--- config.mk ---
export PLATFORM = sky130hd
export DESIGN_NAME = twelve_bit_interval_timer
export DESIGN_NICKNAME = d
export VERILOG_FILES = /design/src/logic/interval_timer_pkg.sv /design/src/logic/twelve_bit_interval_timer.sv /design/src/logic/pin_edge_sync.sv
export VERILOG_INCLUDE_DIRS = /design/src /design/src/logic
export SDC_FILE = /design/constraint.sdc
export NUM_CORES = 1
export LEC_CHECK = 0
export BUFFER_PORTS_ARGS = -buffer_cell sky130_fd_sc_hd__buf_2
export CORE_MARGIN = 5
export CORE_UTILIZATION = 45
export DETAILED_ROUTE_END_ITERATION = 10
export HOLD_SLACK_MARGIN = 0.05
export PLACE_DENSITY = 0.7
export SYNTH_ARGS = -nofsm -noshare
export SYNTH_HDL_FRONTEND = slang
export SYNTH_SLANG_ARGS = --single-unit
--- constraint.sdc ---
create_clock -name clk -period 2.9 [get_ports clk]
set_clock_uncertainty 0.1 [all_clocks]
set_input_delay 0.29 -clock clk [delete_from_list [all_inputs] [get_ports clk]]
set_output_delay 0.29 -clock clk [all_outputs]
set_load 0.05 [all_outputs]
--- src/logic/twelve_bit_interval_timer_regs.svh ---
/*
 holds register indices, field positions, reset values and bus codes of the interval timer.
 assumes inclusion by bare name from the timer package and the timer module.
*/
// Behaviour
// setting the run bit starts the 12-bit counter counting up each count clock.
// on compare match the counter clears, keeps counting, and requests an interrupt.
// period is count clock times compare plus one; compare zero is forbidden.
// run bit is bit 15; writing 0 stops and clears, 1 starts.
// a written run bit of 1 reads back only after one count clock.
// software changes the compare field only while stopped or when flipping run.
// software masks before stopping; clears pending then unmasks before restarting.
// after standby exit and run write, software polls or waits one count clock.
// system reset loads the control register with 0fff, stopped, maximum compare.
// the control register takes only full 16-bit writes.
// speed-mode bit 4 selects count clock: 0 subsystem, 1 low-speed oscillator.
// software sets the source bit before use and clears it only when stopped.
// low-power bit 7 stops subsystem clock to other peripherals in standby.
// peripheral-enable bit 7 gates the timer clock; software sets it first.
// peripheral-enable register resets to 00 and takes bit or byte writes.
// speed-mode register resets to 00 and takes byte writes only.
// the interval request can still wake the chip from stop and halt.
// the interval request is one count clock wide per compare match.
`ifndef TWELVE_BIT_INTERVAL_TIMER_REGS_SVH
`define TWELVE_BIT_INTERVAL_TIMER_REGS_SVH

// ==========================================================
// register indices, byte address is four times the index
`define ITV_ADDR_W      22
`define ITV_IDX_LSB     2
`define ITV_IDX_SPEED   20'hf00f3
`define ITV_IDX_CTRL    20'hfff90
`define ITV_IDX_PEREN   20'hf00f0
`define ITV_IDX_STAT    20'hf00f8
`define ITV_IDX_MASK    20'hf00f9

// ==========================================================
// fields
`define ITV_RUN_BIT     15
`define ITV_CMP_MSB     11
`define ITV_SRC_BIT     4
`define ITV_LP_BIT      7
`define ITV_EN_BIT      7
`define ITV_EV_MATCH    0
`define ITV_SPEED_KEEP  8'h90

// ==========================================================
// reset values
`define ITV_CTRL_RST    16'h0fff
`define ITV_CMP_RST     12'hfff
`define ITV_SPEED_RST   8'h00
`define ITV_PEREN_RST   8'h00
`define ITV_EV_RST      1'h0
`define ITV_CNT_ZERO    12'h000
`define ITV_CNT_ONE     12'h001

// ==========================================================
// bus codes
`define ITV_RESP_OKAY   2'h0
`define ITV_RESP_SLVERR 2'h2
`define ITV_STRB_LO     4'h1
`define ITV_STRB_HALF   4'h3

`endif

--- src/logic/interval_timer_pkg.sv ---
/*
 holds the types shared by the interval timer files.
 assumes the register header sits beside it.
*/
`include "twelve_bit_interval_timer_regs.svh"

package interval_timer_pkg;
    typedef logic [`ITV_CMP_MSB:0]   count_type;
    typedef logic [`ITV_ADDR_W-1:0]  addr_type;
    typedef logic [31:0]             word_type;
    typedef logic [3:0]              strb_type;
    typedef logic [1:0]              resp_type;
endpackage

--- src/logic/twelve_bit_interval_timer.sv ---
/*
 holds the interval timer: axi4-lite registers, count clock selection, counter and interrupt.
 assumes count clocks arrive as slow pins far below the 100 mhz system clock.
*/
// The AXI4-Lite register port was left to the implementer.
`timescale 1ns/1ps
`default_nettype none
`include "twelve_bit_interval_timer_regs.svh"

module twelve_bit_interval_timer (
    input  wire logic                          clk,
    input  wire logic                          rst_n,
    input  wire logic                          ce,
    input  wire logic                          subsystem_clock,
    input  wire logic                          low_speed_osc_clock,
    input  wire logic                          standby,
    input  wire logic                          cpu_on_sub_clock,
    output var  logic                          sub_clock_peripheral_en,
    output var  logic                          interval_irq,
    output var  logic                          wake_request,
    output var  logic                          irq,
    input  wire interval_timer_pkg::addr_type  s_axi_awaddr,
    input  wire logic                          s_axi_awvalid,
    output var  logic                          s_axi_awready,
    input  wire interval_timer_pkg::word_type  s_axi_wdata,
    input  wire interval_timer_pkg::strb_type  s_axi_wstrb,
    input  wire logic                          s_axi_wvalid,
    output var  logic                          s_axi_wready,
    output var  interval_timer_pkg::resp_type  s_axi_bresp,
    output var  logic                          s_axi_bvalid,
    input  wire logic                          s_axi_bready,
    input  wire interval_timer_pkg::addr_type  s_axi_araddr,
    input  wire logic                          s_axi_arvalid,
    output var  logic                          s_axi_arready,
    output var  interval_timer_pkg::word_type  s_axi_rdata,
    output var  interval_timer_pkg::resp_type  s_axi_rresp,
    output var  logic                          s_axi_rvalid,
    input  wire logic                          s_axi_rready
);
    import interval_timer_pkg::*;

    addr_type   aw_addr_q;
    logic       aw_full_q;
    word_type   w_data_q;
    strb_type   w_strb_q;
    logic       w_full_q;
    logic       do_write;
    logic [19:0] wr_idx;
    logic [19:0] rd_idx;
    logic       wr_ctrl;
    logic       wr_speed;
    logic       wr_peren;
    logic       wr_stat;
    logic       wr_mask;
    logic       wr_hit;
    logic       rd_hit;
    word_type   rd_word;

    logic       run_req_q;
    logic       run_q;
    count_type  cmp_q;
    count_type  cnt_q;
    logic [7:0] speed_q;
    logic [7:0] peren_q;
    logic       stat_q;
    logic       mask_q;
    logic       irq_pulse_q;

    logic [1:0] src_rise;
    logic       tick;
    logic       match;
    logic       timer_clk_on;

    // ==========================================================
    // count clock pins, one synchroniser per source
    genvar g;
    generate
        for (g = 0; g < 2; g++) begin : g_src
            pin_edge_sync u_sync (
                .clk    (clk),
                .rst_n  (rst_n),
                .ce     (ce),
                .pin    ((g == 0) ? subsystem_clock : low_speed_osc_clock),
                .rise_q (src_rise[g])
            );
        end
    endgenerate

    // timer clock gated by the peripheral enable bit, source by the speed-mode bit
    assign timer_clk_on = peren_q[`ITV_EN_BIT];
    assign tick  = timer_clk_on && src_rise[speed_q[`ITV_SRC_BIT]];
    assign match = run_q && (cnt_q == cmp_q);

    // ==========================================================
    // axi write channels, address and data taken in either order
    assign s_axi_awready = !aw_full_q && !s_axi_bvalid;
    assign s_axi_wready  = !w_full_q && !s_axi_bvalid;
    assign do_write      = aw_full_q && w_full_q && !s_axi_bvalid;
    assign wr_idx        = aw_addr_q[`ITV_ADDR_W-1:`ITV_IDX_LSB];
    assign wr_ctrl  = do_write && (wr_idx == `ITV_IDX_CTRL);
    assign wr_speed = do_write && (wr_idx == `ITV_IDX_SPEED);
    assign wr_peren = do_write && (wr_idx == `ITV_IDX_PEREN);
    assign wr_stat  = do_write && (wr_idx == `ITV_IDX_STAT);
    assign wr_mask  = do_write && (wr_idx == `ITV_IDX_MASK);
    assign wr_hit   = wr_ctrl || wr_speed || wr_peren || wr_stat || wr_mask;

    always_ff @(posedge clk or negedge rst_n) begin
        if (!rst_n) begin
            aw_full_q <= 1'b0;
            aw_addr_q <= '0;
        end else if (ce) begin
            if (s_axi_awvalid && s_axi_awready) begin
                aw_full_q <= 1'b1;
                aw_addr_q <= s_axi_awaddr;
            end else if (do_write) begin
                aw_full_q <= 1'b0;
            end
        end
    end

    always_ff @(posedge clk or negedge rst_n) begin
        if (!rst_n) begin
            w_full_q <= 1'b0;
            w_data_q <= '0;
            w_strb_q <= '0;
        end else if (ce) begin
            if (s_axi_wvalid && s_axi_wready) begin
                w_full_q <= 1'b1;
                w_data_q <= s_axi_wdata;
                w_strb_q <= s_axi_wstrb;
            end else if (do_write) begin
                w_full_q <= 1'b0;
            end
        end
    end

    always_ff @(posedge clk or negedge rst_n) begin
        if (!rst_n) begin
            s_axi_bvalid <= 1'b0;
            s_axi_bresp  <= `ITV_RESP_OKAY;
        end else if (ce) begin
            if (do_write) begin
                s_axi_bvalid <= 1'b1;
                s_axi_bresp  <= wr_hit ? `ITV_RESP_OKAY : `ITV_RESP_SLVERR;
            end else if (s_axi_bready) begin
                s_axi_bvalid <= 1'b0;
            end
        end
    end

    // ==========================================================
    // axi read channel, answer one cycle after the address is taken
    assign s_axi_arready = !s_axi_rvalid;
    assign rd_idx        = s_axi_araddr[`ITV_ADDR_W-1:`ITV_IDX_LSB];

    always_comb begin
        rd_word = '0;
        rd_hit  = 1'b1;
        unique case (rd_idx)
            `ITV_IDX_CTRL: begin
                rd_word[`ITV_RUN_BIT]    = run_q;
                rd_word[`ITV_CMP_MSB:0]  = cmp_q;
            end
            `ITV_IDX_SPEED: rd_word[7:0] = speed_q;
            `ITV_IDX_PEREN: rd_word[7:0] = peren_q;
            `ITV_IDX_STAT:  rd_word[`ITV_EV_MATCH] = stat_q;
            `ITV_IDX_MASK:  rd_word[`ITV_EV_MATCH] = mask_q;
            default:        rd_hit = 1'b0;
        endcase
    end

    always_ff @(posedge clk or negedge rst_n) begin
        if (!rst_n) begin
            s_axi_rvalid <= 1'b0;
            s_axi_rdata  <= '0;
            s_axi_rresp  <= `ITV_RESP_OKAY;
        end else if (ce) begin
            if (s_axi_arvalid && s_axi_arready) begin
                s_axi_rvalid <= 1'b1;
                s_axi_rdata  <= rd_word;
                s_axi_rresp  <= rd_hit ? `ITV_RESP_OKAY : `ITV_RESP_SLVERR;
            end else if (s_axi_rready) begin
                s_axi_rvalid <= 1'b0;
            end
        end
    end

    // ==========================================================
    // configuration registers
    always_ff @(posedge clk or negedge rst_n) begin
        if (!rst_n) begin
            peren_q <= `ITV_PEREN_RST;
        end else if (ce && wr_peren && w_strb_q[0]) begin
            peren_q <= w_data_q[7:0];
        end
    end

    // only whole-byte writes land; a missing lane leaves the register alone
    always_ff @(posedge clk or negedge rst_n) begin
        if (!rst_n) begin
            speed_q <= `ITV_SPEED_RST;
        end else if (ce && wr_speed && w_strb_q[0]) begin
            speed_q <= w_data_q[7:0] & `ITV_SPEED_KEEP;
        end
    end

    // control accepts full halfword writes only, and only with the timer clock on
    always_ff @(posedge clk or negedge rst_n) begin
        if (!rst_n) begin
            run_req_q <= 1'(`ITV_CTRL_RST >> `ITV_RUN_BIT);
            cmp_q     <= `ITV_CMP_RST;
        end else if (ce && wr_ctrl && timer_clk_on
                     && ((w_strb_q & `ITV_STRB_HALF) == `ITV_STRB_HALF)) begin
            run_req_q <= w_data_q[`ITV_RUN_BIT];
            cmp_q     <= w_data_q[`ITV_CMP_MSB:0];
        end
    end

    // ==========================================================
    // run bit: start waits for a count clock edge, stop acts at once
    always_ff @(posedge clk or negedge rst_n) begin
        if (!rst_n) begin
            run_q <= 1'b0;
        end else if (ce) begin
            if (!run_req_q) begin
                run_q <= 1'b0;
            end else if (tick) begin
                run_q <= 1'b1;
            end
        end
    end

    // ==========================================================
    // counter: period is compare plus one count clocks
    always_ff @(posedge clk or negedge rst_n) begin
        if (!rst_n) begin
            cnt_q <= `ITV_CNT_ZERO;
        end else if (ce) begin
            if (!run_q || !run_req_q) begin
                cnt_q <= `ITV_CNT_ZERO;
            end else if (tick) begin
                if (match) begin
                    cnt_q <= `ITV_CNT_ZERO;
                end else begin
                    cnt_q <= cnt_q + `ITV_CNT_ONE;
                end
            end
        end
    end

    // request stays high from the match edge to the next count clock edge
    always_ff @(posedge clk or negedge rst_n) begin
        if (!rst_n) begin
            irq_pulse_q <= 1'b0;
        end else if (ce && tick) begin
            irq_pulse_q <= match && run_req_q;
        end else if (ce && !run_req_q) begin
            irq_pulse_q <= 1'b0;
        end
    end

    assign interval_irq = irq_pulse_q;
    // not gated by standby, so a match still wakes the chip
    assign wake_request = irq_pulse_q;
    assign sub_clock_peripheral_en = !(standby && cpu_on_sub_clock && speed_q[`ITV_LP_BIT]);

    // ==========================================================
    // sticky status and mask; a new match beats a clearing write
    always_ff @(posedge clk or negedge rst_n) begin
        if (!rst_n) begin
            stat_q <= `ITV_EV_RST;
        end else if (ce) begin
            if (tick && match && run_req_q) begin
                stat_q <= 1'b1;
            end else if (wr_stat && w_strb_q[0] && w_data_q[`ITV_EV_MATCH]) begin
                stat_q <= 1'b0;
            end
        end
    end

    always_ff @(posedge clk or negedge rst_n) begin
        if (!rst_n) begin
            mask_q <= `ITV_EV_RST;
        end else if (ce && wr_mask && w_strb_q[0]) begin
            mask_q <= w_data_q[`ITV_EV_MATCH];
        end
    end

    assign irq = stat_q && mask_q;
endmodule

`default_nettype wire

--- src/logic/pin_edge_sync.sv ---
/*
 holds a three-stage synchroniser for a clock pin with a rising-edge pulse.
 assumes one system clock, an asynchronous active-low reset and a clock enable.
*/
`timescale 1ns/1ps
`default_nettype none

module pin_edge_sync (
    input  wire logic clk,
    input  wire logic rst_n,
    input  wire logic ce,
    input  wire logic pin,
    output var  logic rise_q
);
    logic s1_q;
    logic s2_q;
    logic s3_q;
    logic level_q;

    // ==========================================================
    // capture chain, first stage feeds only the second
    always_ff @(posedge clk or negedge rst_n) begin
        if (!rst_n) begin
            s1_q <= 1'b0;
            s2_q <= 1'b0;
            s3_q <= 1'b0;
        end else if (ce) begin
            s1_q <= pin;
            s2_q <= s1_q;
            s3_q <= s2_q;
        end
    end

    // ==========================================================
    // accepted level moves only once stages two and three agree
    always_ff @(posedge clk or negedge rst_n) begin
        if (!rst_n) begin
            level_q <= 1'b0;
            rise_q  <= 1'b0;
        end else if (ce) begin
            rise_q <= (s2_q == s3_q) && s2_q && !level_q;
            if (s2_q == s3_q) begin
                level_q <= s2_q;
            end
        end
    end
endmodule

`default_nettype wire

# Word-level counts from Yosys, hierarchy flattened

Cells that the tools add are included.

Reductions and logical operators: 72
Multiplexer cells: 25
Eq/ne operators: 15
Magnitude comparators: 1
$add $sub $neg: 1

Operator list:

| cell                                                                         | count |
|---|---|
| 20-bit == test, second input constant                                        | 10 |
| 1-bit logical AND                                                            | 37 |
| 12-bit two-way mux                                                           | 3 |
| 2-bit AND reduction                                                          | 13 |
| 7-bit case mux with 3 select lines                                           | 1 |
| 1-bit two-way mux                                                            | 17 |
| 2-bit nonzero test                                                           | 7 |
| 12-bit by 1-bit adder with 12-bit output, second input constant              | 1 |
| 12-bit == test                                                               | 1 |
| 1-bit logical NOT                                                            | 9 |
| 1-bit logical OR                                                             | 5 |
| 5-bit OR reduction                                                           | 1 |
| 2-bit two-way mux                                                            | 2 |
| 4-bit two-way mux                                                            | 1 |
| 1-bit case mux with 4 select lines                                           | 1 |
| 1-bit == test                                                                | 2 |
| 2-bit == test, second input constant                                         | 1 |
| 1-bit by 2-bit less-than comparator with 1-bit output, second input constant | 1 |
| 2-bit by 1-bit != test with 1-bit output, second input constant              | 1 |

Input bits: 92
Output and inout bits: 45
Register bits: 110
Logic and storage cells: 143

# Logic depth before layout (Yosys ltp)

Gate-level depths: netlist of the first run.

Depth after elaboration: 8
Depth in mapped cells: 7
Mapped depth without buffers: 6

# By module

Synthesis of the first run repeated with hierarchy kept, for this count alone.

Cell total of the unflattened synthesis: 417
Area total of the unflattened synthesis: 4946.0 um^2

Modules (own cells, without submodules):

| module                    | area each (um^2) | seq. area each (um^2) | cells an instance | instances |
|---|---|---|---|---|
| twelve_bit_interval_timer | 4528.1           | 2342.2                | 389               | 1 |
| pin_edge_sync             | 209.0            | 125.1                 | 14                | 2 |

# Worst setup path after synthesis of the first run

No wires, ideal clock.

Path kind: register to register
Start point: reg aw_addr_q[12]
End point: reg peren_q[0]
Stages on the path, launching flop included: 7
Buffers on the path: 1
Data required time: 2675 ps
Path slack: 635 ps
Setup time: 125 ps
Data arrival time: 2039 ps
Period minus slack after synthesis: 2265 ps
Path through: dfrtp_1 > or4b_1 > nor3_2 > nand4_1 > or4b_1 > buf_6 > mux2_4

Cells in the longest elaborated chain, start to end: 4

Ends and longest elaborated chain:

| what                            | line                             | source |
|---|---|---|
| start, declared                 | twelve_bit_interval_timer.sv:42  | `addr_type aw_addr_q;` |
| start signal, assigned          | twelve_bit_interval_timer.sv:114 | `aw_addr_q <= s_axi_awaddr;` |
| 20-bit == test (no source line) | -                                |  |
| 1-bit logical AND               | twelve_bit_interval_timer.sv:102 | `` assign wr_peren = do_write && (wr_idx == `ITV_IDX_PEREN); `` |
| 1-bit logical AND (2 in series) | twelve_bit_interval_timer.sv:193 | `end else if (ce && wr_peren && w_strb_q[0]) begin` |
| end signal, assigned            | twelve_bit_interval_timer.sv:192 | `` peren_q <= `ITV_PEREN_RST; `` |
| end signal, assigned            | twelve_bit_interval_timer.sv:194 | `peren_q <= w_data_q[7:0];` |
| end, declared                   | twelve_bit_interval_timer.sv:64  | `logic [7:0] peren_q;` |

No other way between the ends.
A chain may end at the register's enable or synchronous reset.

# Worst setup path after layout of the first run

Start point: reg aw_addr_q[12]
End point: reg peren_q[3]

Same word-level chain as after synthesis.

==> results.cfg, run 1 <==
[status]
run_status = finished, final reports clean

[critical_path]
crit_path_end_kind = flip-flop
worstPathMaxFanout = 8
start_kind = flip-flop
data_arrival_time_of_the_critical_path_ns = 2.82
critPathKind = reg -> reg
reg2regPathDepth = 5
crit_path_required_time_ns = 3.07

[clock_tree]
clk-insertion-delay-late_ns = 0.38
cts_made_buffers = 9
clkTransAtPathRegs_ns = 0.10
clockRootBuffer = sky130_fd_sc_hd__clkbuf_8
clockBufferDepth = 2
tritoncts_sink_count = 103
cts_htree_levels = 3
tritoncts_clock_tree = done
post_cts_resized = 0

[route]
dr.pass1.iters = 4
drt_iter0_drc = 262
route.antenna.remaining_nets = 0
drcViolationCount = 0
avgViaCountPerCell = 5.28
detailroute.via_count = 3742
drt-wirelength-per-cell_um = 16.4
detail_route.wirelength_um = 11600

[final_layout]
drive_above_1_share_pct = 35.0
final_cell_area_um2 = 6100
filler_cell_count = 934
final_cell_count_no_fill = 709
number_of_nets_in_the_layout = 659
antennaDiodeCount = 0
area_growth_syn_to_layout_pct = 21.6

[grt]
first_global_vias = 3866
grt_first_pass_wirelength_um = 19000
grt_max_degree = 104
globalRouteTotalUtil_pct = 18.2
grtUsageMet2_pct = 31.0
sum_of_overflow_across_all_layers_after_global_routing = 0
gr-max-usage-layer = met2
groute.layer.met1.usage_pct = 22.7
antenna_found_initial = 0
gr-usage-met3_pct = 5.43

[timing]
worst_slew_pin_slew_ns = 0.720
fmax_ghz = 0.378
period_needed_ns = 2.65
fin_ws_ns = 0.253
timing_hold_violations_final = 0
final_min_period_over_clock_period_pct = 91.3
setup-violations-final = 0
grt_setup_unrepaired = no
maxSlewHeadroom_pct = 51.7
maxSlewViolCount = 0
tns_ns = 0

[die]
num_rows = 38
start_util_pct = 46.1
die_h_um = 116
coreArea_um2 = 10900
chipWidth_um = 116
die-area_um2 = 13400
ioPinCount = 137

[power]
ir_worst_vdd_v = 0.000512
cellLeakagePower_nw = 2.84
power_density_nw_per_um2 = 652
design_power_total_w = 0.00398

[logic_synthesis]
proportion_of_synthesized_flip_flops_having_asynchronous_set_or_reset_pct = 100
syn_inst = 439
ys_flop_type = sky130_fd_sc_hd__dfrtp_1
syn-mean-instance-area_um2 = 11.4
synth_cell_type_count = 54
post_synth_main_area_contributors = sky130_fd_sc_hd__dfrtp_1, sky130_fd_sc_hd__mux2_2, sky130_fd_sc_hd__dfstp_2
post-synth-top-area-fraction_pct = 45.4
synth.ff_latch_count = 103
synth_area_leader_cell = sky130_fd_sc_hd__dfrtp_1
yosysSeqAreaShare_pct = 51.7
synthesis.yosys.warnings = 0
synth_enable_flop_cells = 0
synth_area_um2 = 5010

[placed_design]
detailedPlacementHpwl_um = 8040
gpl.final_weighted_congestion = 0.844
place_worst_setup_slack_ns = 0.275
post_dp_cell_area_um2 = 5530
io_buffers = 90
post-place-cells = 654

[worst_hold_path]
timing.hold.worst.class = in -> reg
worstHoldPathCells = 2

[job]
max_cap_violations = 0
cells in the mapped netlist (4+ instances only):
master / count
sky130_fd_sc_hd__o21ai_0: 9
sky130_fd_sc_hd__nor2_1: 18
sky130_fd_sc_hd__dfrtp_1: 91
sky130_fd_sc_hd__a21oi_1: 7
sky130_fd_sc_hd__dfstp_2: 12
sky130_fd_sc_hd__a31oi_1: 6
sky130_fd_sc_hd__nand4b_1: 5
sky130_fd_sc_hd__buf_6: 4
sky130_fd_sc_hd__nand3b_1: 5
sky130_fd_sc_hd__mux2_4: 8
sky130_fd_sc_hd__clkbuf_1: 12
sky130_fd_sc_hd__nand2_1: 46
sky130_fd_sc_hd__inv_1: 10
sky130_fd_sc_hd__and2_1: 5
sky130_fd_sc_hd__mux2_2: 58
sky130_fd_sc_hd__nand4_1: 13
sky130_fd_sc_hd__a32oi_1: 7
sky130_fd_sc_hd__xnor2_1: 10
sky130_fd_sc_hd__nor3_1: 7
sky130_fd_sc_hd__nand3_1: 17
sky130_fd_sc_hd__buf_4: 22
sky130_fd_sc_hd__and3_1: 6
sky130_fd_sc_hd__xor2_1: 7
sky130_fd_sc_hd__o22ai_1: 4
worst max-delay path: stages, from the launching register on:
cell and delay (ns):
sky130_fd_sc_hd__dfrtp_1 0.40, sky130_fd_sc_hd__or4b_1 0.54, sky130_fd_sc_hd__nor3_2 0.16, sky130_fd_sc_hd__nand4_1 0.13
sky130_fd_sc_hd__or4b_1 0.80, sky130_fd_sc_hd__mux2_4 0.40
sequential cells by signal, summed over array words and instances, names as in the netlist, 8 cells and up:
signal	count
cmp_q	12
peren_q	8
aw_addr_q	20
cnt_q	12
s_axi_rdata	13
w_data_q	13
area by class of cell:
cell class                 count  area [µm²]  area share, %
tap                          140         175           2.87
clock buffer                   9         124           2.03
multi-input combinational    304        2200           36.1
timing repair buffer         136         908           14.9
clock inverter                 7        57.6          0.944
inverter                      10        37.5          0.616
sequential                   103        2590           42.5
power breakdown:
part | internal (W) | total (W) | switching (W)
combinational | 0.000472 | 0.00107 | 0.000595
sequential | 0.00178 | 0.00206 | 0.000284
clock | 0.000322 | 0.000846 | 0.000524
total | 0.00257 | 0.00398 | 0.00140
logic make-up (layout without fill, tap and decap cells):
family                   Yosys count  after routing  synth area share, %
AND/OR/NAND/NOR                  145            145                 15.8
AO/OA/AOI/OAI                     51             51                 6.89
XOR/XNOR                          17             17                 2.97
adder cells (fa/ha/maj)            3              3                0.749
flip-flops                       103            103                 51.7
multiplexers                      67             67                 15.6
buffers and inverters             52            162                 6.19
other                              1             21               0.0748
stage by stage:
step / hold slack, ns / utilization [%]
2_1_floorplan: -0.106 / -
3_3_place_gp: 0.296 / 50.7
3_5_place_dp: 0.300 / 50.7
4_1_cts: 0.0520 / 56.0
5_1_grt: 0.0616 / 56.0
6_report: 0.0791 / 56.0
timing repair:
action                                 CTS  global route
endpoints found under the hold margin  129             0
buffers inserted                         0             0
hold buffers                            39             0
placed cells by master (no fill, tap or decap), types with 3 or more instances in the layout:
cell	n
sky130_fd_sc_hd__nand3b_1	5
sky130_fd_sc_hd__ha_1	3
sky130_fd_sc_hd__dfstp_2	12
sky130_fd_sc_hd__dfrtp_1	91
sky130_fd_sc_hd__nand4b_1	5
sky130_fd_sc_hd__buf_2	89
sky130_fd_sc_hd__nor4_1	3
sky130_fd_sc_hd__buf_4	7
sky130_fd_sc_hd__o21ai_0	9
sky130_fd_sc_hd__a21oi_1	7
sky130_fd_sc_hd__nor3_1	7
sky130_fd_sc_hd__nor2_1	18
sky130_fd_sc_hd__inv_1	10
sky130_fd_sc_hd__and3_1	6
sky130_fd_sc_hd__a22o_1	3
sky130_fd_sc_hd__conb_1	21
sky130_fd_sc_hd__and2_1	5
sky130_fd_sc_hd__a32oi_1	7
sky130_fd_sc_hd__xnor2_1	10
sky130_fd_sc_hd__mux2_4	8
sky130_fd_sc_hd__o22ai_1	4
sky130_fd_sc_hd__or3_1	3
sky130_fd_sc_hd__clkbuf_8	9
sky130_fd_sc_hd__a21o_1	3
sky130_fd_sc_hd__nand3_1	17
sky130_fd_sc_hd__o21ai_1	3
sky130_fd_sc_hd__dlygate4sd3_1	39
sky130_fd_sc_hd__mux2_2	58
sky130_fd_sc_hd__xor2_1	7
sky130_fd_sc_hd__nand2_1	46
sky130_fd_sc_hd__a31oi_1	6
sky130_fd_sc_hd__nand4_1	13
final timing paths:
path	end	start	slack [ns]
max	peren_q[3]	aw_addr_q[12]	0.25
min	w_strb_q[0]	s_axi_wstrb[0]	0.08
max reg2reg	peren_q[3]	aw_addr_q[12]	0.25
min reg2reg	g_src[0].u_sync.rise_q	g_src[0].u_sync.level_q	0.35
max in group asynchronous	s_axi_rdata[11]	rst_n	1.84
min in group asynchronous	w_data_q[8]	rst_n	0.38
metal layers:
layer	part of all wire [%]	up-vias	wire [µm]
met5	0	-	0
met1	43	1817	4940
li1	-	1790	-
met4	1.4	0	161
met2	49	119	5720
met3	6.7	16	773
Power figures use the tool's default switching activity.
==> run 2: changes to the inputs <==
- BUFFER_PORTS_ARGS: -buffer_cell sky130_fd_sc_hd__buf_2 -> default
- DONT_BUFFER_PORTS: default -> 1
- PLACE_DENSITY: 0.7 -> default
==> run 2 against run 1 <==
Core utilization fell by 3.5 points. Sequential cell count did not move. Via count is 8.8% lower. Sequential power grew 6%. Die area unchanged. Final cell count fell by 12%. Critical path type unchanged. Critical endpoint unchanged.
==> results.cfg, run 2 (synthesis gave the netlist of run 1 again) <==
[status]
run_status = finished, final reports clean

[clock_tree]
tritoncts_sink_count = 103
cts_htree_levels = 3
clockBufferDepth = 2
clkTransAtPathRegs_ns = 0.10
number_of_setup_buffers_added_after_cts = 0
clk-insertion-delay-late_ns = 0.37
cts_made_buffers = 9
clockRootBuffer = sky130_fd_sc_hd__clkbuf_8
tritoncts_clock_tree = done

[timing]
maxSlewViolCount = 0
worst_slew_pin_slew_ns = 0.749
grt_setup_unrepaired = no
final_min_period_over_clock_period_pct = 89.6
timing_hold_violations_final = 0
period_needed_ns = 2.60
tns_ns = 0
fmax_ghz = 0.385
setup-violations-final = 0
maxSlewHeadroom_pct = 49.8

[final_layout]
largest_register = aw_addr_q
top_registers = aw_addr_q: 20 flops, s_axi_rdata: 13 flops, w_data_q: 13 flops
layout.core_utilization_pct = 52.5
final_cell_area_um2 = 5720
antennaDiodeCount = 0
area_growth_syn_to_layout_pct = 14.0
number_of_nets_in_the_layout = 575
layout_common_cells = sky130_fd_sc_hd__dfrtp_1, sky130_fd_sc_hd__mux2_2, sky130_fd_sc_hd__nand2_1
largest_register_ffs = 20
final_cell_count_no_fill = 625
layout.cells.most_common = sky130_fd_sc_hd__dfrtp_1
drive_above_1_share_pct = 22.9

[die]
ioPinCount = 137
num_rows = 38
die-area_um2 = 13400
die_h_um = 116
start_util_pct = 46.1
chipWidth_um = 116
coreArea_um2 = 10900

[critical_path]
worstPathMaxFanout = 8
critPathKind = reg -> reg
cp.buffers_inverters = 0
r2r-start = aw_addr_q[15]
crit_path_frequent_cell = sky130_fd_sc_hd__or4b_1
crit_path_end_kind = flip-flop
crit_path_required_time_ns = 3.06
worst_setup_path_startpoint = aw_addr_q[15]
path_cells = or4b_1, nor3_2, nand4_1, or4b_1, mux2_4
category_of_cells_accounting_for_the_largest_share_of_critical_path_delay = simple AND/OR/NAND/NOR gates
critPathSlowestCell = sky130_fd_sc_hd__or4b_1
cp_peak_stage_delay_ns = 0.78
data_arrival_time_of_the_critical_path_ns = 2.76
start_kind = flip-flop

[route]
dr.pass1.iters = 5
route.antenna.remaining_nets = 0
drcViolationCount = 0
detailroute.via_count = 3414
detail_route.wirelength_um = 11000
avgViaCountPerCell = 5.46
drt_iter0_drc = 233
drt-wirelength-per-cell_um = 17.6

[grt]
antenna_found_initial = 0
grt_max_degree = 104
sum_of_overflow_across_all_layers_after_global_routing = 0
grt_first_pass_wirelength_um = 17500
globalRouteTotalUtil_pct = 16.8
first_global_vias = 3495

[power]
ir_worst_vdd_v = 0.000755
power.combinational.fraction_pct = 21.6
sequentialPowerShare_pct = 56.0
clock_power_share_pct = 22.4
cellLeakagePower_nw = 2.51
power.switching_fraction_pct = 33.8
power_density_nw_per_um2 = 685
internal-power_w = 0.00259
net_sw_power_w = 0.00132

[job]
max_cap_violations = 0

[placed_design]
post_dp_cell_area_um2 = 5070
post-place-cells = 566
detailedPlacementHpwl_um = 7710
io_buffers = 0
gpl.final_weighted_congestion = 0.822

[worst_hold_path]
worst_hold_startpoint = ce
timing.hold.worst.class = in -> reg
==> run 2: cell types whose count changed in the layout (fill, tap and decap cells not counted), sizes merged <==
cell / previous run / this run
clkbuf: 9 / 13
inv: 12 / 11
dlygate4sd3: 39 / 42
clkinv: 3 / 0
buf: 97 / 10
==> run 2: repair_timing <==
| action | in CTS | in global routing |
|---|---|---|
| hold buffers | 43 | 0 |
| hold endpoints to repair | 152 | 0 |
| resized for setup | 0 | 0 |
==> run 2: power by group through the flow <==
stage	Sequential (W)	Clock, W	Combinational [W]
after detailed placement	0.00223	0	0.000774
final	0.00219	0.000877	0.000847
after global placement	0.00221	0	0.000754
after floorplan	0.00216	0	0.000643
after CTS	0.00220	0.000913	0.000860
after global routing	0.00225	0.000969	0.000932
==> run 2: per-layer routing <==
metal  vias up  global-route usage (%)  part of all wire [%]
met2       105                    27.8                    50
met5         -                       0                     0
li1       1624                       -                     -
met4         0                    5.16                   1.1
met3        10                    4.80                   6.3
met1      1675                    21.6                    43
==> run 2: worst paths after layout <==
check / endpoint / depth (start not counted) / slack, ns
max: peren_q[3] / 5 / 0.30
min: s_axi_bvalid / 2 / 0.09
max reg2reg: peren_q[3] / 5 / 0.30
min reg2reg: g_src[0].u_sync.rise_q / 1 / 0.35
max in group asynchronous: cmp_q[10] / 2 / 1.86
min in group asynchronous: cnt_q[3] / 2 / 0.45
==> run 2: final cells by class <==
cell class | instances | area (µm²)
tap | 140 | 175
sequential | 103 | 2590
clock buffer | 13 | 169
multi-input combinational | 304 | 2200
fill | 965 | 5170
timing repair buffer | 52 | 515
clock inverter | 3 | 23.8
inverter | 10 | 37.5
==> run 2: through the flow <==
| step | power, W | hold slack (ns) | worst slack (ns) |
|---|---|---|---|
| 2_1_floorplan | 0.00280 | -0.106 | 0.635 |
| 3_3_place_gp | 0.00296 | -0.0991 | 0.316 |
| 3_5_place_dp | 0.00300 | -0.0991 | 0.288 |
| 4_1_cts | 0.00397 | 0.0703 | 0.268 |
| 5_1_grt | 0.00415 | 0.0920 | 0.183 |
| 6_report | 0.00392 | 0.0868 | 0.301 |
==> run 2: worst reg2reg max path, delay by kind of cell (launching register included) <==
| family | cells | cell delay (ns) |
|---|---|---|
| AND/OR/NAND/NOR | 4 | 1.58 |
| flip-flops | 1 | 0.41 |
| multiplexers | 1 | 0.41 |
